## src/include/rpsel_consts.vh

```
// Purpose: constants for the remappable input pin select block
// Assumes: 16-bit register words, 5-bit selection fields
// Notes:   offsets of the register port are chosen locally
`ifndef RPSEL_CONSTS_VH
`define RPSEL_CONSTS_VH

`define RPSEL_AW            4
`define RPSEL_DW            16
`define RPSEL_SELW          5
`define RPSEL_NPIN          26
// register port offsets
`define RPSEL_OFF_IRQ1      4'h0
`define RPSEL_OFF_IRQ2      4'h1
`define RPSEL_OFF_TMR       4'h3
`define RPSEL_OFF_OSC       4'h8
`define RPSEL_OFF_OUTMAP0   4'h9
`define RPSEL_OFF_OUTMAP1   4'hA
// field positions
`define RPSEL_HI_LSB        8
`define RPSEL_LO_LSB        0
`define RPSEL_LOCK_BIT      6
// selection codes
`define RPSEL_SEL_RST       5'h00
`define RPSEL_SEL_MAXPIN    5'h19
`define RPSEL_SEL_VSS       5'h1F
`define RPSEL_OUT_NULL      5'h00
`define RPSEL_OUT_UTX       5'h03
`define RPSEL_OUT_URTS      5'h04
// unlock keys for the oscillator control low byte
`define RPSEL_KEY1          8'h46
`define RPSEL_KEY2          8'h57
`define RPSEL_ZERO16        16'h0000

`endif

```

## src/design/rpsel_in_mux.v

```verilog
// Purpose: one peripheral input multiplexer indexed by a 5-bit field
// Assumes: pins already synchronised by the caller
// Notes:   codes above the last pin and the tie code give a low level
`timescale 1ns/1ns
`include "rpsel_consts.vh"

module rpsel_in_mux (
   input  wire [`RPSEL_NPIN-1:0] i_pins,
   input  wire [`RPSEL_SELW-1:0] i_sel,
   output wire                   o_in
);

   // unused codes 11010..11110 also read low, a safe quiet input
   assign o_in = (i_sel <= `RPSEL_SEL_MAXPIN) ? i_pins[i_sel] : 1'b0;

endmodule // rpsel_in_mux

```

## src/design/rpsel_top.v

```verilog
// Purpose: remappable pin select, input maps for irq and timer clocks
// Assumes: 20 MHz system clock, synchronous active-low reset
// Notes:   register port, read data one cycle after the read strobe
//          only the irq and timer-clock input maps and four output pins exist here
//          pins are filtered before routing, so a routed level lags its pin
//          by about five clocks; software sees none of that delay in the maps
`timescale 1ns/1ns
`include "rpsel_consts.vh"

module rpsel_top (
   input  wire                   i_clk_sys,
   input  wire                   i_rstn,
   input  wire                   i_ce,
   input  wire [`RPSEL_AW-1:0]   i_addr,
   input  wire [`RPSEL_DW-1:0]   i_wdata,
   input  wire                   i_wr,
   input  wire                   i_rd,
   output reg  [`RPSEL_DW-1:0]   o_rdata,
   input  wire                   i_one_way_lock_cfg,
   input  wire [`RPSEL_NPIN-1:0] i_remappable_pin,
   input  wire [`RPSEL_NPIN-1:0] i_pin_analog,
   input  wire                   i_uart_transmit_out,
   input  wire                   i_uart_request_to_send_out,
   output reg                    o_external_irq_one,
   output reg                    o_external_irq_two,
   output reg                    o_timer2_ext_clock,
   output reg                    o_timer3_ext_clock,
   output reg  [3:0]             o_pin_out,
   output reg  [3:0]             o_pin_out_en,
   output wire                   o_map_write_lock
);

   // storage: three of the nine input maps and two of the eight output maps
   // are built here; the rest of the map space reads zero like a hole, so
   // software written for the full map set still runs without faults
   reg  [`RPSEL_SELW-1:0] ext_irq1_pin_sel_reg;
   reg  [`RPSEL_SELW-1:0] ext_irq2_pin_sel_reg;
   reg  [`RPSEL_SELW-1:0] timer2_clk_pin_sel_reg;
   reg  [`RPSEL_SELW-1:0] timer3_clk_pin_sel_reg;
   reg  [`RPSEL_SELW-1:0] out_sel_reg [0:3];
   reg                    map_write_lock_reg;
   reg                    was_locked_reg;
   reg  [1:0]             key_state_reg;
   reg  [`RPSEL_NPIN-1:0] pin_s1_reg;
   reg  [`RPSEL_NPIN-1:0] pin_s2_reg;
   reg  [`RPSEL_NPIN-1:0] pin_s3_reg;
   reg  [`RPSEL_NPIN-1:0] pin_db_reg;
   wire [`RPSEL_NPIN-1:0] pin_dig;
   wire                   irq1_mux;
   wire                   irq2_mux;
   wire                   t2_mux;
   wire                   t3_mux;
   wire                   map_wr_ok;
   wire [3:0]             pin_out_next;
   wire [3:0]             pin_en_next;
   integer                k;

   // key sequence states; only the write right after both keys may move
   // the lock, any other byte written to the oscillator control register in between starts the sequence again
   localparam [1:0] KEY_IDLE = 2'b00;
   localparam [1:0] KEY_ONE  = 2'b01;
   localparam [1:0] KEY_OPEN = 2'b10;

   // decode helper, shared by write and read paths; keeping one compare
   // means the write and read maps can never drift apart
   function is_addr;
      input [`RPSEL_AW-1:0] a;
      input [`RPSEL_AW-1:0] off;
      begin
         is_addr = (a == off);
      end
   endfunction

   // pins come from outside: three stages, change taken when 2nd and 3rd agree
   // a glitch seen in one stage only never reaches a peripheral; the price
   // is two extra clocks of delay on every routed interrupt or clock edge
   always @(posedge i_clk_sys) begin
      if (!i_rstn) begin
         pin_s1_reg <= {`RPSEL_NPIN{1'b0}};
         pin_s2_reg <= {`RPSEL_NPIN{1'b0}};
         pin_s3_reg <= {`RPSEL_NPIN{1'b0}};
         pin_db_reg <= {`RPSEL_NPIN{1'b0}};
      end else if (i_ce) begin
         pin_s1_reg <= i_remappable_pin;
         pin_s2_reg <= pin_s1_reg;
         pin_s3_reg <= pin_s2_reg;
         for (k = 0; k < `RPSEL_NPIN; k = k + 1) begin
            if (pin_s2_reg[k] == pin_s3_reg[k]) begin
               pin_db_reg[k] <= pin_s3_reg[k];
            end
         end
      end
   end

   // analog pins feed nothing digital; no pin setting is changed here
   assign pin_dig = pin_db_reg & ~i_pin_analog;

   // one mux per peripheral input, pins may be shared freely
   // several peripherals may point at one pin; nothing arbitrates between them
   rpsel_in_mux u_mux_irq1 (
      .i_pins (pin_dig),
      .i_sel  (ext_irq1_pin_sel_reg),
      .o_in   (irq1_mux)
   );
   rpsel_in_mux u_mux_irq2 (
      .i_pins (pin_dig),
      .i_sel  (ext_irq2_pin_sel_reg),
      .o_in   (irq2_mux)
   );
   rpsel_in_mux u_mux_t2 (
      .i_pins (pin_dig),
      .i_sel  (timer2_clk_pin_sel_reg),
      .o_in   (t2_mux)
   );
   rpsel_in_mux u_mux_t3 (
      .i_pins (pin_dig),
      .i_sel  (timer3_clk_pin_sel_reg),
      .o_in   (t3_mux)
   );

   // routed level only; the peripheral still needs its own enable
   // registering here keeps the mux decode glitches away from edge detectors
   always @(posedge i_clk_sys) begin
      if (!i_rstn) begin
         o_external_irq_one <= 1'b0;
         o_external_irq_two <= 1'b0;
         o_timer2_ext_clock <= 1'b0;
         o_timer3_ext_clock <= 1'b0;
      end else if (i_ce) begin
         o_external_irq_one <= irq1_mux;
         o_external_irq_two <= irq2_mux;
         o_timer2_ext_clock <= t2_mux;
         o_timer3_ext_clock <= t3_mux;
      end
   end

   // lock key sequence on the oscillator control low byte
   // a stray byte between the keys, other than a repeated first key, drops back to idle, so a runaway loop
   // writing this register cannot unlock the maps by accident
   // the ever-locked memory is cleared only by reset, which is what makes
   // the one-way option hold across any number of key sequences
   always @(posedge i_clk_sys) begin
      if (!i_rstn) begin
         key_state_reg      <= KEY_IDLE;
         map_write_lock_reg <= 1'b0;
         was_locked_reg     <= 1'b0;
      end else if (i_ce && i_wr && is_addr(i_addr, `RPSEL_OFF_OSC)) begin
         case (key_state_reg)
            KEY_IDLE: begin
               if (i_wdata[7:0] == `RPSEL_KEY1) begin
                  key_state_reg <= KEY_ONE;
               end
            end
            KEY_ONE: begin
               if (i_wdata[7:0] == `RPSEL_KEY2) begin
                  key_state_reg <= KEY_OPEN;
               end else if (i_wdata[7:0] != `RPSEL_KEY1) begin
                  key_state_reg <= KEY_IDLE;
               end
            end
            KEY_OPEN: begin
               key_state_reg <= KEY_IDLE;
               // one-way option: once set, the lock can never fall again
               if (i_wdata[`RPSEL_LOCK_BIT]) begin
                  map_write_lock_reg <= 1'b1;
                  was_locked_reg     <= 1'b1;
               end else if (!(i_one_way_lock_cfg && was_locked_reg)) begin
                  map_write_lock_reg <= 1'b0;
               end
            end
            default: key_state_reg <= KEY_IDLE;
         endcase
      end
   end

   assign o_map_write_lock = map_write_lock_reg;
   // locked writes still complete, they just store nothing
   // the bus never stalls, so software cannot tell a locked write apart
   // except by reading the map back
   assign map_wr_ok = i_ce && i_wr && !map_write_lock_reg;

   // mapping registers, only the 5-bit fields exist
   // a write to a hole or to the lock register changes no map
   always @(posedge i_clk_sys) begin
      if (!i_rstn) begin
         ext_irq1_pin_sel_reg   <= `RPSEL_SEL_RST;
         ext_irq2_pin_sel_reg   <= `RPSEL_SEL_RST;
         timer2_clk_pin_sel_reg <= `RPSEL_SEL_RST;
         timer3_clk_pin_sel_reg <= `RPSEL_SEL_RST;
         out_sel_reg[0]         <= `RPSEL_OUT_NULL;
         out_sel_reg[1]         <= `RPSEL_OUT_NULL;
         out_sel_reg[2]         <= `RPSEL_OUT_NULL;
         out_sel_reg[3]         <= `RPSEL_OUT_NULL;
      end else if (map_wr_ok) begin
         if (is_addr(i_addr, `RPSEL_OFF_IRQ1)) begin
            ext_irq1_pin_sel_reg <= i_wdata[`RPSEL_HI_LSB +: `RPSEL_SELW];
         end else if (is_addr(i_addr, `RPSEL_OFF_IRQ2)) begin
            ext_irq2_pin_sel_reg <= i_wdata[`RPSEL_LO_LSB +: `RPSEL_SELW];
         end else if (is_addr(i_addr, `RPSEL_OFF_TMR)) begin
            timer3_clk_pin_sel_reg <= i_wdata[`RPSEL_HI_LSB +: `RPSEL_SELW];
            timer2_clk_pin_sel_reg <= i_wdata[`RPSEL_LO_LSB +: `RPSEL_SELW];
         end else if (is_addr(i_addr, `RPSEL_OFF_OUTMAP0)) begin
            out_sel_reg[0] <= i_wdata[`RPSEL_LO_LSB +: `RPSEL_SELW];
            out_sel_reg[1] <= i_wdata[`RPSEL_HI_LSB +: `RPSEL_SELW];
         end else if (is_addr(i_addr, `RPSEL_OFF_OUTMAP1)) begin
            out_sel_reg[2] <= i_wdata[`RPSEL_LO_LSB +: `RPSEL_SELW];
            out_sel_reg[3] <= i_wdata[`RPSEL_HI_LSB +: `RPSEL_SELW];
         end
      end
   end

   // output selection for pins 0..3; null leaves the default port function
   // codes other than the two uart outputs are not built and drive nothing
   genvar g;
   generate
      for (g = 0; g < 4; g = g + 1) begin : g_out
         assign pin_out_next[g] =
            (out_sel_reg[g] == `RPSEL_OUT_UTX)  ? i_uart_transmit_out :
            (out_sel_reg[g] == `RPSEL_OUT_URTS) ? i_uart_request_to_send_out : 1'b0;
         // an analog pin never gets a digital driver
         assign pin_en_next[g] = ~i_pin_analog[g] &
            ((out_sel_reg[g] == `RPSEL_OUT_UTX) | (out_sel_reg[g] == `RPSEL_OUT_URTS));
      end
   endgenerate

   // one process for all four pins keeps a single driver per output
   always @(posedge i_clk_sys) begin
      if (!i_rstn) begin
         o_pin_out    <= 4'h0;
         o_pin_out_en <= 4'h0;
      end else if (i_ce) begin
         o_pin_out    <= pin_out_next;
         o_pin_out_en <= pin_en_next;
      end
   end

   // read path, empty bits and unmapped addresses read zero
   // reads have no side effects, so software may poll the lock freely;
   // data stands one cycle only while i_ce is high, a late sample then sees zero; with i_ce low it holds
   always @(posedge i_clk_sys) begin
      if (!i_rstn) begin
         o_rdata <= `RPSEL_ZERO16;
      end else if (i_ce) begin
         o_rdata <= `RPSEL_ZERO16;
         if (i_rd) begin
            if (is_addr(i_addr, `RPSEL_OFF_IRQ1)) begin
               o_rdata[`RPSEL_HI_LSB +: `RPSEL_SELW] <= ext_irq1_pin_sel_reg;
            end else if (is_addr(i_addr, `RPSEL_OFF_IRQ2)) begin
               o_rdata[`RPSEL_LO_LSB +: `RPSEL_SELW] <= ext_irq2_pin_sel_reg;
            end else if (is_addr(i_addr, `RPSEL_OFF_TMR)) begin
               o_rdata[`RPSEL_HI_LSB +: `RPSEL_SELW] <= timer3_clk_pin_sel_reg;
               o_rdata[`RPSEL_LO_LSB +: `RPSEL_SELW] <= timer2_clk_pin_sel_reg;
            end else if (is_addr(i_addr, `RPSEL_OFF_OSC)) begin
               o_rdata[`RPSEL_LOCK_BIT] <= map_write_lock_reg;
            end else if (is_addr(i_addr, `RPSEL_OFF_OUTMAP0)) begin
               o_rdata[`RPSEL_LO_LSB +: `RPSEL_SELW] <= out_sel_reg[0];
               o_rdata[`RPSEL_HI_LSB +: `RPSEL_SELW] <= out_sel_reg[1];
            end else if (is_addr(i_addr, `RPSEL_OFF_OUTMAP1)) begin
               o_rdata[`RPSEL_LO_LSB +: `RPSEL_SELW] <= out_sel_reg[2];
               o_rdata[`RPSEL_HI_LSB +: `RPSEL_SELW] <= out_sel_reg[3];
            end
         end
      end
   end

endmodule // rpsel_top

```

## config.mk

```make
export PLATFORM = sky130hd
export DESIGN_NAME = rpsel_top
export DESIGN_NICKNAME = d
export VERILOG_FILES = /design/src/design/rpsel_in_mux.v /design/src/design/rpsel_top.v
export VERILOG_INCLUDE_DIRS = /design/src /design/src/include
export SDC_FILE = /design/constraint.sdc
export NUM_CORES = 1
export LEC_CHECK = 0
export ABC_AREA = 0
export BUFFER_PORTS_ARGS = -buffer_cell sky130_fd_sc_hd__buf_2
export CORE_ASPECT_RATIO = 0.5
export CORE_MARGIN = 2
export CORE_UTILIZATION = 55
export DETAILED_ROUTE_END_ITERATION = 6
export GPL_ROUTABILITY_DRIVEN = 0
export GPL_TIMING_DRIVEN = 0
export PLACE_DENSITY = 0.76
export REMOVE_ABC_BUFFERS = 1
export SETUP_SLACK_MARGIN = 0.4
export SYNTH_ARGS = -nofsm -noshare
export SYNTH_HDL_FRONTEND = slang
export SYNTH_SLANG_ARGS = --single-unit
```

## constraint.sdc

```tcl
create_clock -name i_clk_sys -period 3.8 [get_ports i_clk_sys]
set_clock_uncertainty 0.1 [all_clocks]
set_input_delay 1.14 -clock i_clk_sys [delete_from_list [all_inputs] [get_ports i_clk_sys]]
set_output_delay 1.14 -clock i_clk_sys [all_outputs]
set_load 0.03 [all_outputs]
```

# After elaboration in Yosys (flattened, before gate mapping)
# Memory sizes are Yosys's and may differ from the RTL's.
# Cells that the tools add are included.
# word_totals
ff_bits,151
ramBits,20
inputBits,80
output_inout_bits,29
n_memories,1
# classes
magnitude_cmp,8
n_eq_ne,47
n_mux,65
bitwise_logic,20
reduce_logical,39
# memory_table
name,depth,word_bits,read_ports,rd_clocked_by_memory_dff,wr,line_no,text
out_sel_reg,4,5,4,0,4,rpsel_top.v:40,reg [`RPSEL_SELW-1:0] out_sel_reg [0:3];
# op_table
cell,n
2-to-1 mux 5 bit,18
AND reduction 2 bit,27
2-to-1 mux 1 bit,39
AND 26 bit,1
== test 1 bit,26
inverter 26 bit,1
< comparator 5 x 6 -> 1 bit (second input constant),4
binary-select mux 1 bit (select 5 bit),4
== test 5 x 2 -> 1 bit (second input constant),4
== test 5 x 3 -> 1 bit (second input constant),4
<= comparator 5 bit (second input constant),4
== test 8 x 7 -> 1 bit (second input constant),2
== test 4 bit (second input constant),3
AND reduction 3 bit,4
!= test 8 x 7 -> 1 bit (second input constant),1
OR 1 bit,8
2-to-1 mux 2 bit,3
inverter 1 bit,6
AND 1 bit,4
== test 4 x 1 -> 1 bit (second input constant),1
== test 4 x 2 -> 1 bit (second input constant),1
logical AND 1 bit,4
logical NOT 4 bit,1
!= test 2 bit (second input constant),2
other kinds (7),7

# Logic depth before layout (Yosys ltp)
# depth
ltp_word,10
depth_mapped,6
ltp_nobuf,5

# Modules after synthesis
# Synthesis repeated with hierarchy kept, for this count alone.
# hier_totals
hier_cells,802
hier_area_um2,8035.2
# modules_own_cells
module,instances,cells_each,area_each_um2
rpsel_top,1,734,7009.2
rpsel_in_mux,4,17,256.5

# Worst setup path after synthesis
# Ideal clock, no wire load.
# synth_timing
path_type,input port to flip-flop
start,in i_ce
end,"mem out_sel_reg[0][0] (netlist name), enable pin"
arrival_ps,2703
t_required_ps,3309
path_slack_ps,606
path_stages,4
path_buffers,1
cell_sequence,buf_2 nand3b_2 or2_2 o21ai_0
# synth_lines
item,line_no,text
"start, declared",rpsel_top.v:13,"input wire i_ce,"
"end, declared",rpsel_top.v:40,

==> metrics.yaml <==
run_status:
  run_status: "complete, no violations"
synth:
  synthesis.area_per_instance_um2: 9.864
  postSynthCellCount: 849
  yosys_warnings: 0
  postSynth.asyncResetShare_pct: 0
  ys_types: 60
  synth-seq-area-share_pct: 43.27
  yosys_register_bits: 171
  synth_enable_flop_cells: 20
  ys_dominant_reg_cell: "dfxtp_1"
  synth_area_um2: 8374
global_routing:
  vias_in_the_first_global_route: 6119
  grt_pass1_wl_um: 30090
  antenna_found_initial: 0
  grt_start_max_net_pins: 112
  overflow: 0
  gr-usage-all-layers_pct: 23.38
power_and_ir_drop:
  irDropWorstVdd_mv: 0.2944
  power_mw: 3.870
  total_leakage_power_nw: 3.432
  power-per-cell-area_nw_per_um2: 409.9
drt:
  drc: 0
  number_of_search_and_repair_iterations_in_the_first_detailed_routing_pass: 5
  detail_route.iter0.violations: 435
  drt-wirelength-per-cell_um: 16.36
  antenna_left: 0
  num_vias: 6351
  drt_wl_total_um: 18340
  via_per_inst: 5.665
floorplanning:
  initial_core_util_pct: 57.12
  die-area_um2: 16290
  placementRows: 31
  die-width_um: 178.5
  ios: 109
  core_area_um2: 14660
  floorplan.die.height_um: 91.25
critical_path:
  timing.critical_path.to_type: "flip-flop"
  slowest_stage: "o21ai_2"
  reg2reg_from: "o_map_write_lock"
  crit-reg2reg-capture: "out_sel_reg[0][2]"
  r2r_slack_ns: 1.64
  worst_setup_path_start_kind: "input port"
  timing.setup.critical_path_class: "input port to flip-flop"
  r2r.worst_path.cells: 3
  worstPathRequired_ns: 3.76
  timing.critical_path.arrival_ns: 3.15
  path_cells: "buf_6, buf_16, nand3b_2, or2_2, o21ai_2"
  worst_path_largest_cell_delay_ns: 0.47
  worst-path-max-fanout: 103
cells_and_area:
  layout_area_overhead_pct: 12.74
  fillCellCount: 1212
  drive_gt1_share_pct: 18.20
  final_nets: 990
  seqCellArea_um2: 3623
  multi_input_comb_area_um2: 4423
  n_antenna_cell: 0
job:
  drv.max_cap_violation_count: 0
sta:
  post-route-period-util_pct: 83.99
  final-max-slew-violation-count: 0
  final_hold_viol_count: 0
  worst_slew_margin_relative_to_its_limit_pct: 47.96
  post-route-min-period_ns: 3.192
  worst_slew_pin_slew_ns: 0.7795
  total_setup_violations_reported_at_the_end_of_the_flow: 0
  grt_setup_unrepaired: "false"
  final_worst_slack_ns: 0.6083
  fmax_ghz: 0.3133
hold_path:
  min_delay_path_class: "flip-flop to flip-flop"
  holdCritStartpoint: "was_locked_reg"
  hold_depth: 2
  hold_path_end: "was_locked_reg"
clock_tree:
  cts-root-to-sink-buffers: 2
  clk-insertion-delay-late_ns: 0.43
  clock_tree_from_tritoncts: "yes"
  postCtsSetupRepairBufs: 0
  clk_transition_reported_paths_ns: 0.07
  cts.htree.levels: 4
  cts-buffers-inserted: 17
  clk_tree_root_cell: "clkbuf_16"
  number_of_clock_sinks_seen_by_cts: 171
place:
  port-buffer-count: 100
  detailedPlace.worstSlack_ns: -0.4447
  hpwlAfterDp_um: 12730
-- where the power goes --
group | switching [mW] | internal [mW]
registers | 0.0349 | 1.87
logic | 0.159 | 0.126
clock network | 0.734 | 0.942
-- layout make-up --
| cell class | instances | area share [%] |
|---|---|---|
| sequential | 171 | 38.38 |
| clock buffer | 20 | 4.837 |
| timing repair buffer | 102 | 5.977 |
| tap | 198 | 2.624 |
| inverter | 4 | 0.1590 |
| clock inverter | 12 | 1.179 |
| multi-input combinational | 614 | 46.85 |
-- through the flow --
stage | TNS (ns) | instance area, um2 | hold slack (ns) | utilization (%) | instances
2_1_floorplan | 0 | 8054 | 0.3246 | - | 789
6_report | 0 | 9442 | 0.3531 | 64.40 | 1121
3_3_place_gp | -158.55 | 8802 | 0.3404 | 60.04 | 1087
3_5_place_dp | -8.753 | 8866 | 0.3457 | 60.47 | 1089
4_1_cts | 0 | 9434 | 0.3559 | 64.35 | 1121
5_1_grt | 0 | 9442 | 0.3798 | 64.40 | 1121
-- critical path: cells and delay by family --
family,cells,cell delay (ns)
AND/OR/NAND/NOR,2,0.82
buffers and inverters,2,0.63
AO/OA/AOI/OAI,1,0.47
-- cell families after synthesis --
group	Yosys count	synth area share, %
compound gates	210	15.94
xor+xnor	1	0.1046
buf+inv	68	4.183
flops	171	43.27
mux	103	15.45
other cells	1	0.04478
simple gates	295	21.01
-- Yosys cell counts (3+ instances only) --
master,number,share of area (%)
dfxtp_1,151,36
nor2b_1,101,7.5
mux2i_1,82,9.8
o21ai_0,79,4.7
and2_1,45,3.4
a21boi_0,38,3.4
nand2_1,36,1.6
clkbuf_1,32,1.4
nand2b_1,28,2.1
nor2_1,27,1.2
o21a_1,26,2.3
mux4_2,21,5.6
edfxtp_1,20,7.2
buf_2,19,1.1
a21oi_1,17,1.0
nand3_1,13,0.78
a31oi_1,8,0.60
o211ai_1,8,0.72
a21boi_1,7,0.63
buf_4,7,0.63
buf_6,6,0.81
a22oi_1,5,0.45
a2bb2oi_1,5,0.52
nor3_1,5,0.30
o22ai_1,5,0.37
nand4b_1,4,0.42
nor3b_1,4,0.36
or4_1,4,0.36
and3b_1,3,0.31
nand3b_1,3,0.27
nor4_1,3,0.22
-- layer usage --
metal | up-vias | wire, um | GRT usage (%)
met5 | - | 0 | 0
met4 | 0 | 179 | 6.369
met3 | 20 | 961 | 4.816
met2 | 168 | 8523 | 37.26
met1 | 3025 | 8670 | 32.31
li1 | 3138 | - | -
-- placed cells by master (no fill, tap or decap), types with 5 or more instances in the layout --
cell / n
nor2b_1: 101
o21ai_0: 77
mux2i_1: 82
edfxtp_1: 20
a2bb2oi_1: 5
nand2_1: 36
nand2b_1: 28
dfxtp_1: 151
nand3_1: 13
conb_1: 5
mux4_2: 21
nor3_1: 5
buf_2: 98
a22oi_1: 5
a21oi_1: 17
a31oi_1: 8
o21a_1: 26
clkbuf_16: 17
o211ai_1: 8
nor2_1: 27
a21boi_1: 7
and2_1: 45
o22ai_1: 5
a21boi_0: 38
-- worst max-delay path by stage --
stage | depth (start not counted) | end | from
floorplan | 3 | out_sel_reg[0][0] | i_ce
global placement | 4 | o_pin_out[2] | i_ce
detailed placement | 5 | out_sel_reg[1][4] | i_ce
CTS | 5 | out_sel_reg[0][3] | i_ce
global route | 5 | out_sel_reg[0][2] | i_ce
finish | 5 | out_sel_reg[0][2] | i_ce
-- repair_timing --
item | in CTS | in global routing
gates resized for setup | 2 | 2
hold buffers | 0 | 0
endpoints found under the setup margin | 20 | 20
Note: power is estimated with default switching activity, not from simulation.
